`src/common/ldorc_params.svh`:
```
/*
  Register offsets, field positions, reset values and voltage figures for
  the regulator control block. Assumes inclusion by bare name.
*/
`ifndef LDORC_PARAMS_SVH
`define LDORC_PARAMS_SVH

// Register offsets (word addresses on the plain port)
`define LDORC_ADDR_CTRL   4'h0
`define LDORC_ADDR_VOUT   4'h1
`define LDORC_ADDR_FAULT  4'h2
`define LDORC_ADDR_STAT   4'h3

// Control register fields
`define LDORC_CTRL_ON     0
`define LDORC_CTRL_STBY   1
`define LDORC_CTRL_SLEEP  2
`define LDORC_CTRL_LPWR   3
`define LDORC_CTRL_SCP    4

// Fault register fields
`define LDORC_FLT_IRQ     0
`define LDORC_FLT_MASK    1

// Reset values
`define LDORC_CTRL_RST    5'h00
`define LDORC_VOUT_RST    4'h0

// Output voltage in millivolts: base plus code times step
`define LDORC_VOUT_BASE_MV 12'd1800
`define LDORC_VOUT_STEP_MV 12'd100

`endif

```
`src/common/ldorc_pkg.sv`:
```
/*
  Types for the regulator control block. Assumes ldorc_params.svh exists.
*/
package ldorc_pkg;

  typedef enum logic [1:0] {
    LDORC_PS_RUN,
    LDORC_PS_STANDBY,
    LDORC_PS_SLEEP,
    LDORC_PS_RSVD
  } ldorc_pstate_type;

  typedef enum logic [1:0] {
    LDORC_MODE_OFF,
    LDORC_MODE_ON,
    LDORC_MODE_LOWPWR
  } ldorc_mode_type;

  typedef struct packed {
    logic [3:0] addr;
    logic [7:0] wdata;
    logic       wr;
    logic       rd;
  } ldorc_bus_req_type;

  typedef struct packed {
    logic reg_on_bit;
    logic reg_on_in_standby;
    logic reg_on_in_sleep;
    logic reg_low_power_sel;
    logic short_circuit_shutdown_en;
  } ldorc_ctrl_type;

endpackage

```
`src/rtl/ldorc_mode_dec.sv`:
```
/*
  Combinational operating-mode decoder: enable bits against power state.
  Assumes ctrl is registered by the caller; pstate comes unregistered from the caller's port.
*/
`timescale 1ns/100ps

module ldorc_mode_dec
  import ldorc_pkg::*;
(
  // Inputs
  input  wire ldorc_ctrl_type   ctrl,
  input  wire ldorc_pstate_type pstate,
  // Result
  output ldorc_mode_type        mode
);

  always_comb begin
    mode = LDORC_MODE_OFF;
    if (ctrl.reg_on_bit) begin
      unique case (pstate)
        LDORC_PS_RUN:     mode = LDORC_MODE_ON;
        LDORC_PS_STANDBY: begin
          if (ctrl.reg_on_in_standby) begin
            mode = ctrl.reg_low_power_sel ? LDORC_MODE_LOWPWR : LDORC_MODE_ON;
          end
        end
        LDORC_PS_SLEEP:   begin
          if (ctrl.reg_on_in_sleep) begin
            mode = ctrl.reg_low_power_sel ? LDORC_MODE_LOWPWR : LDORC_MODE_ON;
          end
        end
        // Reserved state code treated as off for safety
        default:          mode = LDORC_MODE_OFF;
      endcase
    end
  end

endmodule

```
`src/rtl/ldorc_top.sv`:
```
/*
  Control logic for one 400 mA linear regulator: output voltage code,
  operating mode against chip power state, overcurrent shutdown and a
  latched, maskable fault flag. Assumes one clock, synchronous reset, and
  an overcurrent input that is already synchronous and high while the
  overload lasts.
*/
// Operation
// Four-bit code sets target voltage: 1.80 V plus 0.10 V per step.
// Enable bit 0 means off; Run with enable 1 means on.
// Standby/Sleep need their own bit, else off; low-power bit selects LP.
// Protection on plus overcurrent clears enable and raises fault flag.
// Mask bit blocks the fault flag from reaching the interrupt output.
// Protection enable resets to 0; then overcurrent leaves regulator on.
// Fault flag is raised on any overload, protection enabled or not.
// Flag stays latched until software clears it; software re-enables.
`timescale 1ns/100ps
`include "ldorc_params.svh"

module ldorc_top
  import ldorc_pkg::*;
(
  // Clock and reset
  input  wire logic             clk,
  input  wire logic             rst,
  // Register port
  input  wire logic [3:0]       addr,
  input  wire logic [7:0]       wdata,
  input  wire logic             wr,
  input  wire logic             rd,
  output logic [7:0]            rdata,
  // Chip state and analog status
  input  wire ldorc_pstate_type pstate,
  input  wire logic             overcurrent,
  // Regulator controls
  output logic                  reg_enable,
  output logic                  reg_low_power,
  output logic                  reg_current_limit,
  output logic [3:0]            reg_vout_code,
  output logic [11:0]           reg_vout_mv,
  // Interrupt to processor
  output logic                  reg_fault_irq_out
);

  //////////////////////////////////////////////////////////////////////////
  // State

  typedef struct packed {
    ldorc_ctrl_type ctrl;
    logic [3:0]     vout;
    logic           fault_irq;
    logic           fault_mask;
    logic [7:0]     rdata;
    logic           en;
    logic           lp;
    logic           climit;
    logic [11:0]    mv;
    logic           irq;
  } ldorc_state_type;

  ldorc_state_type st_r;
  ldorc_state_type st_nxt;
  ldorc_bus_req_type req;
  ldorc_mode_type    mode;

  assign req = '{addr: addr, wdata: wdata, wr: wr, rd: rd};

  // Millivolt target for a code
  function automatic logic [11:0] vout_mv(input logic [3:0] code);
    vout_mv = `LDORC_VOUT_BASE_MV + 12'(code) * `LDORC_VOUT_STEP_MV;
  endfunction

  //////////////////////////////////////////////////////////////////////////
  // Mode decode

  ldorc_mode_dec u_mode_dec (
    .ctrl   (st_r.ctrl),
    .pstate (pstate),
    .mode   (mode)
  );

  //////////////////////////////////////////////////////////////////////////
  // Next state

  always_comb begin
    st_nxt = st_r;
    st_nxt.rdata = 8'h00;
    if (req.wr) begin
      unique case (req.addr)
        `LDORC_ADDR_CTRL: begin
          st_nxt.ctrl.reg_on_bit        = req.wdata[`LDORC_CTRL_ON];
          st_nxt.ctrl.reg_on_in_standby = req.wdata[`LDORC_CTRL_STBY];
          st_nxt.ctrl.reg_on_in_sleep   = req.wdata[`LDORC_CTRL_SLEEP];
          st_nxt.ctrl.reg_low_power_sel = req.wdata[`LDORC_CTRL_LPWR];
          st_nxt.ctrl.short_circuit_shutdown_en =
            req.wdata[`LDORC_CTRL_SCP];
        end
        `LDORC_ADDR_VOUT: st_nxt.vout = req.wdata[3:0];
        `LDORC_ADDR_FAULT: begin
          // Write one to clear the flag
          if (req.wdata[`LDORC_FLT_IRQ]) begin
            st_nxt.fault_irq = 1'b0;
          end
          st_nxt.fault_mask = req.wdata[`LDORC_FLT_MASK];
        end
        default: ;
      endcase
    end
    // Overload sets the flag after any clear, so the event is never lost
    if (overcurrent) begin
      st_nxt.fault_irq = 1'b1;
      if (st_r.ctrl.short_circuit_shutdown_en) begin
        st_nxt.ctrl.reg_on_bit = 1'b0;
      end
    end
    if (req.rd) begin
      unique case (req.addr)
        `LDORC_ADDR_CTRL:  st_nxt.rdata = {3'h0,
          st_r.ctrl.short_circuit_shutdown_en, st_r.ctrl.reg_low_power_sel,
          st_r.ctrl.reg_on_in_sleep, st_r.ctrl.reg_on_in_standby,
          st_r.ctrl.reg_on_bit};
        `LDORC_ADDR_VOUT:  st_nxt.rdata = {4'h0, st_r.vout};
        `LDORC_ADDR_FAULT: st_nxt.rdata = {6'h00, st_r.fault_mask,
                                           st_r.fault_irq};
        `LDORC_ADDR_STAT:  st_nxt.rdata = {5'h00, st_r.climit, st_r.lp,
                                           st_r.en};
        default:           st_nxt.rdata = 8'h00;
      endcase
    end
    st_nxt.en     = (mode != LDORC_MODE_OFF);
    st_nxt.lp     = (mode == LDORC_MODE_LOWPWR);
    // Without shutdown the regulator stays on and limits its current
    st_nxt.climit = overcurrent && (mode != LDORC_MODE_OFF);
    st_nxt.mv     = vout_mv(st_r.vout);
    st_nxt.irq    = st_r.fault_irq && !st_r.fault_mask;
  end

  always_ff @(posedge clk) begin
    if (rst) begin
      st_r      <= '0;
      st_r.ctrl <= ldorc_ctrl_type'(`LDORC_CTRL_RST);
      st_r.vout <= `LDORC_VOUT_RST;
      st_r.mv   <= `LDORC_VOUT_BASE_MV;
    end else begin
      st_r <= st_nxt;
    end
  end

  assign rdata             = st_r.rdata;
  assign reg_enable        = st_r.en;
  assign reg_low_power     = st_r.lp;
  assign reg_current_limit = st_r.climit;
  assign reg_vout_code     = st_r.vout;
  assign reg_vout_mv       = st_r.mv;
  assign reg_fault_irq_out = st_r.irq;
endmodule

```
`config.mk`:
```
export PLATFORM = sky130hd
export DESIGN_NAME = ldorc_top
export DESIGN_NICKNAME = d
export VERILOG_FILES = /design/src/common/ldorc_pkg.sv /design/src/rtl/ldorc_mode_dec.sv /design/src/rtl/ldorc_top.sv
export VERILOG_INCLUDE_DIRS = /design/src /design/src/common
export SDC_FILE = /design/constraint.sdc
export NUM_CORES = 1
export LEC_CHECK = 0
export ABC_AREA = 1
export BUFFER_PORTS_ARGS = -buffer_cell sky130_fd_sc_hd__buf_2
export CORE_MARGIN = 2
export CORE_UTILIZATION = 46
export DETAILED_ROUTE_END_ITERATION = 10
export GPL_TIMING_DRIVEN = 0
export PLACE_DENSITY = 0.75
export SETUP_SLACK_MARGIN = 0.5
export SLEW_MARGIN = 10
export SYNTH_ARGS = -nofsm -noshare
export SYNTH_HDL_FRONTEND = slang
export SYNTH_HIERARCHICAL = 1
export SYNTH_SLANG_ARGS = --single-unit
```
`constraint.sdc`:
```
create_clock -name clk -period 2.2 [get_ports clk]
set_clock_uncertainty 0.15 [all_clocks]
set_input_delay 0.33 -clock clk [delete_from_list [all_inputs] [get_ports clk]]
set_output_delay 0.33 -clock clk [all_outputs]
set_load 0.02 [all_outputs]
```
# [Word-level counts from Yosys, hierarchy flattened]
# Index checks and enable logic that the tools add are counted.
[classes] n_addsub=1 n_mul=1 n_eq_ne=6 n_mux=14 bitwise=1 n_reduce_logical=14
[ops] op="one-hot mux 5 bit (4 select lines)" n=1
[ops] op="adder 11 x 11 -> 12 bit (first input constant)" n=1
[ops] op="2-to-1 mux 11 bit" n=1
[ops] op="2-to-1 mux 2 bit" n=5
[ops] op="multiplier 4 x 5 -> 9 bit (second input constant)" n=1
[ops] op="== test 4 x 2 -> 1 bit (second input constant)" n=2
[ops] op="nonzero test 2 bit" n=4
[ops] op="one-hot mux 2 bit (3 select lines)" n=1
[ops] op="AND reduction 2 bit" n=3
[ops] op="2-to-1 mux 5 bit" n=1
[ops] op="== test 2 bit (second input constant)" n=2
[ops] op="== test 4 x 1 -> 1 bit (second input constant)" n=1
[ops] op="zero test 4 bit" n=1
[ops] op="2-to-1 mux 1 bit" n=4
[ops] op="2-to-1 mux 4 bit" n=1
[ops] op="AND reduction 3 bit" n=1
[ops] op="== test 2 x 1 -> 1 bit (second input constant)" n=1
[ops] op="logical AND 1 bit" n=2
[ops] op="zero test 2 bit" n=1
[ops] op="OR reduction 2 bit" n=1
[ops] op="zero test 1 bit" n=1
[ops] op="NOT 1 bit" n=1
[word_totals] register_bits=35 inputBits=19

# [Logic depth before layout (Yosys ltp)]
# Gate-level depths: netlist of run 1.
[depth] ltp_word=6 depth_mapped=12

# [Modules after synthesis]
# The synthesis of run 1 kept the hierarchy.
[modules_own_cells] mod="ldorc_top" n_inst=1 cells_per_inst=204 area_per_inst_um2=1555.2 seq_area_each_um2=600.6
[modules_own_cells] mod="ldorc_mode_dec" n_inst=1 cells_per_inst=12 area_per_inst_um2=55.1 seq_area_each_um2=0.0

# [Worst setup path before layout of run 1]
# No wires, ideal clock.
[synth_path] path_type="flip-flop to flip-flop" startpoint="register st_r, in the netlist reg_vout_code[1]" endpoint="register st_r, in the netlist reg_vout_mv[10]" setup_ns=0.122 arrival_time_ns=1.818 setup_slack_ns=0.110 stages_incl_launch_ff=10 path_cell_list="dfxtp_1 > ha_1 > ha_1 > fa_1 > nand2_1 > nor2_1 > a21oi_1 > nand2_1 > nand2_1 > nand3_1"
[synth_between] elab_chain_cells=2
[synth_rtl] element="from (decl)" line_no="ldorc_top.sv:61" source="ldorc_state_type st_r;"
[synth_rtl] element="from (signal assigned)" line_no="ldorc_top.sv:145" source="st_r <= st_nxt;"
[synth_rtl] element="multiplier 4 x 5 -> 9 bit (no line)"
[synth_rtl] element="adder 11 x 11 -> 12 bit (no line)"
# Every way passes these cells.
# A chain may end at the register's enable or synchronous reset.

# [Worst setup path after layout of run 1]
[layout_path] startpoint="register st_r, in the netlist reg_vout_code[0]" endpoint="register st_r, in the netlist reg_vout_mv[10]"
# Same word-level chain as after synthesis.

==> out/metrics.yaml, run 1 <==
status:
  status: "complete, no violations"
clocking:
  h-tree-depth: 2
  cts_tree: "done"
  clk_pin_slew_ps: 100
  clock_latency_ps: 340
  cts_buffer_depth: 2
  cts_hold_buffers: 0
  cts_buffers: 5
  cts_root_buf: "clkbuf_4"
  clock-sinks: 30
global_routing:
  grt_pass1_wl_mm: 5.55
  overflow: 0
  grt_max_degree: 11
  grt_antenna_before_repair: 0
  grt_pass1_vias: 1283
  track_usage: 0.184
synthesis:
  yosys.cell_count.top_type: "nand2_1"
  seq_area_frac_synth: 0.373
  synthFlopType: "dfxtp_1"
  synth.top_cell.area_share: 0.373
  ys_warn_count: 6
  synthesis.instances: 216
  syn_area_sq_mm: 0.00161
  synthTopCellsByArea: "dfxtp_1 (37%), buf_4 (11%), nand2_1 (8.6%)"
  synth_common_cells: "nand2_1 (37), dfxtp_1 (30), inv_1 (28)"
  async_reset_ff_frac: 0
  synth_top_cell_by_area: "dfxtp_1"
  synth_edf_count: 0
  postSynthAreaPerCell_sq_um: 7.46
  synth-seq-cells: 30
  synth_cell_type_count: 26
routing:
  drc: 0
  initialDrtViolationCount: 44
  detail_route.wl_per_cell_microns: 10.3
  ant_nets: 0
  wirelength_mm: 3.26
  vias: 1406
  drt_pass1_iterations: 4
  routed_via_density: 4.44
place:
  hpwl_mm: 2.34
  gp_congestion: 0.777
  io_buffers: 38
  dp_slack_ps: 159
  placed_area_sq_mm: 0.00193
cells_and_area:
  final_area_sq_mm: 0.00207
  nNetsFinal: 299
  drive_above_1_share: 0.384
  area_growth_syn_to_layout_pct: 28.7
  final_core_util: 0.621
  antenna_cells: 0
  filler_cell_count: 307
run:
  cap_violations: 0
power_and_ir_drop:
  vdd_drop_max_mv: 0.314
  clockPowerShare: 0.343
  p_sw_w: 0.000291
  comb_power_share: 0.124
  sw_frac_of_total: 0.277
  powerDensity_mw_per_mm2: 507
  internal_power_w: 0.000759
  power.total_w: 0.00105
  seq_power_share: 0.532
  leakage_nw: 1.07
timing:
  fin_crit_ps: 1970
  worstMarginPinSlew_ps: 513
  setup_viol: 0
  postLayoutSetupSlackWorst_ps: 234
  timing.fmax_mhz: 509
  slew_headroom: 0.658
  rsz0062_at_grt: "yes"
  final-hold-violation-count: 0
  post-route-period-util: 0.894
  drv_slew: 0
  tns_ps: 0
setup_path:
  end_kind: "flop"
  crit_fanout: 3
  start_kind: "flop"
  crit_required_ps: 2270
  crit_arrival_ps: 2040
  critPathKind: "flop to flop"
floorplanning:
  ios: 47
  start_util: 0.483
  design.core.area_sq_mm: 0.00334
  die-area_sq_mm: 0.00399
  rows: 21
  dieWidth_microns: 63.2
  dieHeight_microns: 63.2
min_path:
  holdCritPathClass: "input pin to flop"
==> logic make-up after synthesis <==
group / after synthesis / synth area share
simple gates: 90 / 0.256
buf+inv: 55 / 0.185
flops: 30 / 0.373
compound gates: 28 / 0.0909
fa+ha+maj: 10 / 0.0824
xor+xnor: 2 / 0.0109
other cells: 1 / 0.00233
==> registers in the layout, summed over array words and instances (netlist names) <==
signal and flops:
reg_fault_irq_out 1, reg_vout_code 4, reg_low_power 1, st_r 7
reg_current_limit 1, reg_vout_mv 10, reg_enable 1, rdata 5
==> worst max-delay path, stage by stage, from the launching register on <==
cell	delay, ps
dfxtp_4	370
ha_4	240
ha_4	150
fa_2	550
nand2_2	50
nor2_2	100
a21oi_2	80
nand3_1	70
nand3_1	70
==> layout by cell type (no fill, tap or decap), types with 2 or more instances in the layout <==
master / instances
dfxtp_1: 26
nor3_1: 3
buf_2: 39
inv_1: 28
a21oi_1: 13
conb_1: 5
nor2_2: 5
ha_1: 3
o21ai_1: 8
nand3_1: 12
dfxtp_4: 3
ha_4: 5
nor2_4: 2
nand4_1: 3
buf_4: 29
nand2_2: 6
nand2_1: 34
nor2_1: 23
o21ai_0: 4
clkbuf_4: 5
==> repair_timing <==
item | 4_1_cts | 5_1_grt
gates resized for setup | 6 | 3
buffers inserted | 5 | 0
pin swaps | 2 | 1
endpoints found under the setup margin | 5 | 5
cloned | 0 | 0
==> layer usage <==
metal  global-route usage  vias to the layer above  wire, microns
met3               0.0679                        7            235
met4               0.0889                        0             58
met5                    0                        -              0
met2                0.295                       45           1460
met1                0.216                      588           1510
li1                     -                      766              -
==> power by group through the flow <==
stage          Clock [W]  Sequential (W)  Combinational, W
6_report        0.000361        0.000559          0.000131
4_1_cts         0.000365        0.000559          0.000130
5_1_grt         0.000396        0.000561          0.000145
2_1_floorplan          0        0.000574         0.0000856
3_3_place_gp           0        0.000574          0.000122
3_5_place_dp           0        0.000575          0.000124
==> layout make-up <==
cell class                      instances  area [sq um]  share of cell area
Buffer                                 26           189              0.0911
Clock buffer                            6          51.3              0.0247
Clock inverter                          2          12.5             0.00603
Inverter                               29           109              0.0525
Multi-Input combinational cell        135           813               0.392
Sequential cell                        30           613               0.296
Tap cell                               46          57.6              0.0278
Timing Repair Buffer                   43           228               0.110
==> worst paths after layout <==
path,cells after the start,slack [ps],startpoint,to
max,8,230,reg_vout_code[0]$_SDFFE_PP0P_,reg_vout_mv[10]$_SDFF_PP1_
min,3,70,wdata[4],st_r[30]$_SDFFE_PP0P_
max reg2reg,8,230,reg_vout_code[0]$_SDFFE_PP0P_,reg_vout_mv[10]$_SDFF_PP1_
min reg2reg,2,330,st_r[25]$_SDFFE_PP0P_,reg_fault_irq_out$_SDFF_PP0_
==> stage by stage <==
| step | hold slack, ps | instances |
|---|---|---|
| final | 70.8 | 317 |
| after global routing | 77.3 | 317 |
| after CTS | 64.8 | 317 |
| after detailed placement | 310 | 304 |
| after global placement | 308 | 304 |
| after floorplan | 277 | 220 |
Note: power is estimated with default switching activity, not from simulation.
==> run 2, diff against run 1 <==
- BUFFER_PORTS_ARGS: -buffer_cell sky130_fd_sc_hd__buf_2 -> default
- CORE_UTILIZATION: 46 -> 55
- DONT_BUFFER_PORTS: default -> 1
- PLACE_DENSITY: 0.75 -> 0.73
==> run 2 against run 1 <==
  * Critical path type unchanged
  * Global-route usage increased by 3.1 points
  * Worst hold slack got worse by 52 ps
  * Sequential power about the same
  * Total power decreased by 2.2%
  * Combinational power decreased by 13%
  * Largest power group unchanged
  * Flip-flop and latch count unchanged
  * Sequential share of layout area increased by 2.4 points
  * Fmax decreased by 1.5%
  * Die area decreased by 15%
  * Register-to-register slack got worse by 30 ps
  * First-iteration DRC count increased by 34%
  * Final cell count decreased by 15%
==> out/metrics.yaml, run 2 (synthesis gave the netlist of run 1 again) <==
setup_path:
  r2r-start: "reg_vout_code[0]$_SDFFE_PP0P_"  # unchanged
  worst_r2r_path_depth: 8  # unchanged
  start_kind: "flop"  # unchanged
  rrSetupSlack_ps: 200  # was 230 ps
  max_stage_delay_ps: 560  # was 550 ps
  end_kind: "flop"  # unchanged
  critPathKind: "flop to flop"  # unchanged
  cp_cell_sequence: "ha_4, ha_4, fa_2, nand2_2, nor2_4, a21oi_2, nand3_1, nand3_1"  # was ha_4, ha_4, fa_2, nand2_2, nor2_2, a21oi_2, nand3_1, nand3_1
  worst_r2r_endpoint: "reg_vout_mv[10]$_SDFF_PP1_"  # unchanged
  slowest_stage: "fa_2"  # unchanged
  crit_fanout: 4  # was 3
  crit_arrival_ps: 2070  # was 2040 ps
  crit_required_ps: 2270  # about the same
routing:
  drt_pass1_iterations: 4  # unchanged
  drc: 0  # unchanged
  wirelength_mm: 3.47  # was 3.26 mm
  routed_via_density: 5.03  # was 4.44
  vias: 1359  # was 1406
  detail_route.wl_per_cell_microns: 12.8  # was 10.3 microns
  ant_nets: 0  # unchanged
  initialDrtViolationCount: 59  # was 44
clocking:
  cts_tree: "done"  # unchanged
  h-tree-depth: 2  # unchanged
  clock-sinks: 30  # unchanged
  cts_buffers: 5  # unchanged
  clk_pin_slew_ps: 100  # about the same
  clock_latency_ps: 350  # was 340 ps
  cts_buffer_depth: 2  # unchanged
  cts_root_buf: "clkbuf_4"  # unchanged
global_routing:
  grt_pass1_wl_mm: 5.40  # was 5.55 mm
  grt_max_degree: 11  # unchanged
  track_usage: 0.215  # was 0.184
  grt_pass1_vias: 1253  # was 1283
  overflow: 0  # unchanged
  grt_antenna_before_repair: 0  # unchanged
timing:
  hold_ws_ps: 18.6  # was 70.8 ps
  post-route-period-util: 0.907  # was 0.894
  rsz0062_at_grt: "yes"  # unchanged
  timing.fmax_mhz: 501  # was 509 MHz
  postLayoutSetupSlackWorst_ps: 205  # was 234 ps
  drv_slew: 0  # unchanged
  setup_viol: 0  # unchanged
  final-hold-violation-count: 0  # unchanged
  fin_crit_ps: 2000  # was 1970 ps
  tns_ps: 0  # unchanged
cells_and_area:
  area_growth_syn_to_layout_pct: 19.3  # was 28.7%
  layout_commonest_cell: "nand2_1"  # was buf_2
  largest_reg_flops: 10  # unchanged
  drive_above_1_share: 0.276  # was 0.384
  final_cell_mix: "nand2_1 (35), buf_4 (30), inv_1 (27)"  # was buf_2 (39), nand2_1 (34), buf_4 (29)
  nNetsFinal: 267  # was 299
  antenna_cells: 0  # unchanged
  final_core_util: 0.696  # was 0.621
power_and_ir_drop:
  sw_frac_of_total: 0.267  # was 0.277
  vdd_drop_max_mv: 0.558  # was 0.314 mV
  comb_power_share: 0.111  # was 0.124
  power.total_w: 0.00103  # was 0.00105 W
  clockPowerShare: 0.343  # about the same
  internal_power_w: 0.000753  # was 0.000759 W
  leakage_nw: 0.926  # was 1.07 nW
  powerDensity_mw_per_mm2: 535  # was 507 mW/mm^2
  p_sw_w: 0.000274  # was 0.000291 W
  seq_power_share: 0.546  # was 0.532
floorplanning:
  start_util: 0.584  # was 0.483
  rows: 19  # was 21
  ios: 47  # unchanged
  dieHeight_microns: 58.1  # was 63.2 microns
  die-area_sq_mm: 0.00338  # was 0.00399 sq mm
  dieWidth_microns: 58.1  # was 63.2 microns
  design.core.area_sq_mm: 0.00276  # was 0.00334 sq mm
status:
  status: "complete, no violations"  # unchanged
min_path:
  hold_start: "rst"  # was wdata[4]
  min_to: "st_r[34]$_SDFF_PP0_"  # was st_r[30]$_SDFFE_PP0P_
  whs_path_depth: 3  # unchanged
  holdCritPathClass: "input pin to flop"  # unchanged
run:
  cap_violations: 0  # unchanged
place:
  dp_slack_ps: 158  # was 159 ps
  io_buffers: 0  # was 38
  gp_congestion: 0.833  # was 0.777
  hpwl_mm: 2.49  # was 2.34 mm
run 2: power by group through the flow:
stage	Combinational, W	Sequential, W	Clock [W]
after floorplan	0.0000856	0.000574	0
after global placement	0.0000961	0.000575	0
after detailed placement	0.0000987	0.000576	0
after CTS	0.000110	0.000560	0.000353
after global routing	0.000126	0.000562	0.000377
final	0.000114	0.000560	0.000353
run 2: repair_timing:
action                                  CTS  global route
resized for setup                         5             6
pin swaps                                 1             3
hold endpoints to repair                  6             0
hold buffers                              5             0
gates cloned                              0             0
setup buffers                             6             0
endpoints found under the setup margin    5             5
run 2: per-stage QoR:
step	std cells	instance area, sq um
floorplan	220	1680
finish	270	1920
global route	270	1920
global placement	251	1720
CTS	270	1890
detailed placement	251	1720
run 2: critical path: cells and delay by family (launching register included):
| kind | cells | cell delay (ps) |
|---|---|---|
| adder cells (fa/ha/maj) | 3 | 970 |
| flip-flops | 1 | 380 |
| AND/OR/NAND/NOR | 4 | 300 |
| AO/OA/AOI/OAI | 1 | 70 |
run 2: final cells by class:
class                           instances  area (sq um)
Buffer                                 26           189
Clock buffer                            7          55.1
Clock inverter                          1          5.00
Fill cell                             238           837
Inverter                               29           109
Multi-Input combinational cell        135           816
Sequential cell                        30           613
Tap cell                               31          38.8
Timing Repair Buffer                   11          95.1
run 2: per-layer routing:
metal / part of all wire / track usage / vias up
li1: - / - / 693
met1: 0.43 / 0.263 / 603
met2: 0.46 / 0.339 / 56
met3: 0.093 / 0.0804 / 7
met4: 0.018 / 0.0930 / 0
met5: 0 / 0 / -
run 2: worst max-delay path by stage:
stage | startpoint | endpoint | slack [ps] | cells past startpoint
2_1_floorplan | reg_vout_code[1]$_SDFFE_PP0P_ | reg_vout_mv[10]$_SDFF_PP1_ | 270 | 8
3_3_place_gp | reg_vout_code[1]$_SDFFE_PP0P_ | reg_vout_mv[10]$_SDFF_PP1_ | 180 | 8
3_5_place_dp | reg_vout_code[1]$_SDFFE_PP0P_ | reg_vout_mv[10]$_SDFF_PP1_ | 160 | 8
4_1_cts | reg_vout_code[0]$_SDFFE_PP0P_ | reg_vout_mv[10]$_SDFF_PP1_ | 210 | 8
5_1_grt | reg_vout_code[0]$_SDFFE_PP0P_ | reg_vout_mv[10]$_SDFF_PP1_ | 130 | 8
6_report | reg_vout_code[0]$_SDFFE_PP0P_ | reg_vout_mv[10]$_SDFF_PP1_ | 200 | 8
==> run 3, diff against run 2 <==
- PLACE_DENSITY: 0.73 -> 0.7
- clock period: 2.2 -> 1.86 ns (I/O delays scaled with it)
==> run 3 against run 2 <==
  * The run now ends with setup timing left
  * Global-route usage fell by 0.54 points
  * Total power rose by 25%
  * First-iteration DRC count fell by 17%
  * Wire length fell by 7.7%
  * Setup slack got worse by 370 ps
  * Fmax fell by 1.4%
  * Highest routed layer unchanged
==> out/metrics.yaml, run 3 (synthesis gave the netlist of run 1 again) <==
status:
  status: "finished, violations left"  # was complete, no violations
  violations: "setup timing"
place:
  io_buffers: 0  # unchanged
  hpwl_mm: 2.35  # was 2.49 mm
  gp_congestion: 0.876  # was 0.833
  place.detailed.instances: 251  # unchanged
setup_path:
  slowest_stage: "fa_2"  # unchanged
  start_kind: "flop"  # unchanged
  critPathBufInv: 0  # unchanged
  critPathTopFamily: "adder cells"  # unchanged
  worst_r2r_path_depth: 9  # was 8
  crit_fanout: 4  # unchanged
  r2r-start: "reg_vout_code[0]$_SDFFE_PP0P_"  # unchanged
  rrSetupSlack_ps: -160  # was 200 ps
  worst_r2r_endpoint: "reg_vout_mv[10]$_SDFF_PP1_"  # unchanged
  crit_required_ps: 1920  # was 2270 ps
  crit_arrival_ps: 2080  # was 2070 ps
  critPathKind: "flop to flop"  # unchanged
  cp_cell_sequence: "ha_4, ha_4, fa_2, nand2_2, nor2_4, a21oi_2, nand2_1, nand2_1, nand3_1"  # was ha_4, ha_4, fa_2, nand2_2, nor2_4, a21oi_2, nand3_1, nand3_1
  crit_start: "reg_vout_code[0]$_SDFFE_PP0P_"  # unchanged
  end_kind: "flop"  # unchanged
  max_stage_delay_ps: 470  # was 560 ps
routing:
  detail_route.wl_per_cell_microns: 11.8  # was 12.8 microns
  vias: 1327  # was 1359
  routed_via_density: 4.88  # was 5.03
  wirelength_mm: 3.20  # was 3.47 mm
  ant_nets: 0  # unchanged
  drt_pass1_iterations: 4  # unchanged
  drc: 0  # unchanged
  initialDrtViolationCount: 49  # was 59
cells_and_area:
  layout.cells.non_filler: 272  # was 270
  nNetsFinal: 269  # was 267
  largest_reg_flops: 10  # unchanged
  final_cell_mix: "nand2_1 (33), inv_1 (27), dfxtp_1 (26)"  # was nand2_1 (35), buf_4 (30), inv_1 (27)
  area_growth_syn_to_layout_pct: 23.6  # was 19.3%
  layout_commonest_cell: "nand2_1"  # unchanged
  drive_above_1_share: 0.278  # was 0.276
  filler_cell_count: 220  # was 238
  antenna_cells: 0  # unchanged
timing:
  timing.fmax_mhz: 494  # was 501 MHz
  fin_crit_ps: 2020  # was 2000 ps
  postLayoutSetupSlackWorst_ps: -163  # was 205 ps
  drv_slew: 0  # unchanged
  setup_viol: 5  # was 0
  final-hold-violation-count: 0  # unchanged
  hold_ws_ps: 8.11  # was 18.6 ps
  rsz0062_at_grt: "yes"  # unchanged
  post-route-period-util: 1.09  # was 0.907
floorplanning:
  ios: 47  # unchanged
  die-area_sq_mm: 0.00338  # unchanged
  rows: 19  # unchanged
  dieHeight_microns: 58.1  # unchanged
  start_util: 0.584  # unchanged
  dieWidth_microns: 58.1  # unchanged
  design.core.area_sq_mm: 0.00276  # unchanged
clocking:
  clock-sinks: 30  # unchanged
  cts_root_buf: "clkbuf_4"  # unchanged
  cts_tree: "done"  # unchanged
  clock_latency_ps: 330  # was 350 ps
  clk_pin_slew_ps: 100  # about the same
  cts_buffers: 5  # unchanged
  h-tree-depth: 2  # unchanged
  cts_buffer_depth: 2  # unchanged
global_routing:
  grt_pass1_wl_mm: 5.24  # was 5.40 mm
  grt_pass1_vias: 1171  # was 1253
  overflow: 0  # unchanged
  grt_antenna_before_repair: 0  # unchanged
  track_usage: 0.210  # was 0.215
  grt_max_degree: 11  # unchanged
power_and_ir_drop:
  comb_power_share: 0.112  # was 0.111
  seq_power_share: 0.517  # was 0.546
  sw_frac_of_total: 0.241  # was 0.267
  powerDensity_mw_per_mm2: 642  # was 535 mW/mm^2
  p_sw_w: 0.000308  # was 0.000274 W
  vdd_drop_max_mv: 0.688  # was 0.558 mV
  clockPowerShare: 0.371  # was 0.343
  internal_power_w: 0.000971  # was 0.000753 W
  leakage_nw: 0.953  # was 0.926 nW
run:
  cap_violations: 0  # unchanged
min_path:
  min_to: "rdata[3]$_SDFF_PP0_"  # was st_r[34]$_SDFF_PP0_
  whs_path_depth: 2  # was 3
  holdCritPathClass: "input pin to flop"  # unchanged
  hold_start: "rd"  # was rst
run 3: worst register-to-register path, cell delays in order (launching register included):
cell	delay [ps]
dfxtp_4	380
ha_4	240
ha_4	160
fa_2	470
nand2_2	110
nor2_4	40
a21oi_2	150
nand2_1	70
nand2_1	50
nand3_1	80
run 3: timing repair:
item	in CTS	in global routing
pin swaps	2	7
gates cloned	0	0
hold buffers	8	0
endpoints found under the hold margin	12	0
gates resized for setup	4	13
endpoints found under the setup margin	9	9
buffers inserted	3	2
run 3: layer usage:
metal  vias up  track usage  routed length (microns)
li1        705            -                        -
met1       566        0.277                     1460
met2        49        0.312                     1410
met3         7       0.0826                      272
met4         0       0.0731                       52
met5         -            0                        0
run 3: area by class of cell:
cell class	instances	area (sq um)	share of cell area
Multi-Input combinational cell	135	818	0.411
Tap cell	31	38.8	0.0195
Timing Repair Buffer	13	138	0.0691
Sequential cell	30	616	0.309
Inverter	29	109	0.0547
Buffer	26	193	0.0968
Clock buffer	8	78.8	0.0396
run 3: per-stage QoR:
step	instance area, sq um	TNS [ps]	power, W	setup WS, ps	util
after floorplan	1680	-133	0.000780	-72.6	-
after global placement	1720	-529	0.000795	-173	0.624
after detailed placement	1720	-716	0.000797	-218	0.624
after CTS	1920	-447	0.00128	-149	0.697
after global routing	1990	-886	0.00134	-228	0.722
final	1990	-454	0.00128	-163	0.722
run 3: worst max path at each step:
| stage | to | slack, ps | cells after the start |
|---|---|---|---|
| after floorplan | reg_vout_mv[10]$_SDFF_PP1_ | -70 | 8 |
| after global placement | reg_vout_mv[10]$_SDFF_PP1_ | -170 | 8 |
| after detailed placement | reg_vout_mv[10]$_SDFF_PP1_ | -220 | 8 |
| after CTS | reg_vout_mv[10]$_SDFF_PP1_ | -150 | 8 |
| after global routing | reg_vout_mv[10]$_SDFF_PP1_ | -230 | 9 |
| final | reg_vout_mv[10]$_SDFF_PP1_ | -160 | 9 |
run 3: power groups by stage:
stage	Combinational [W]	Sequential (W)	Clock, W
final	0.000143	0.000661	0.000475
after global routing	0.000159	0.000663	0.000515
after CTS	0.000135	0.000662	0.000481
after detailed placement	0.000116	0.000681	0
after global placement	0.000114	0.000681	0
after floorplan	0.000101	0.000678	0
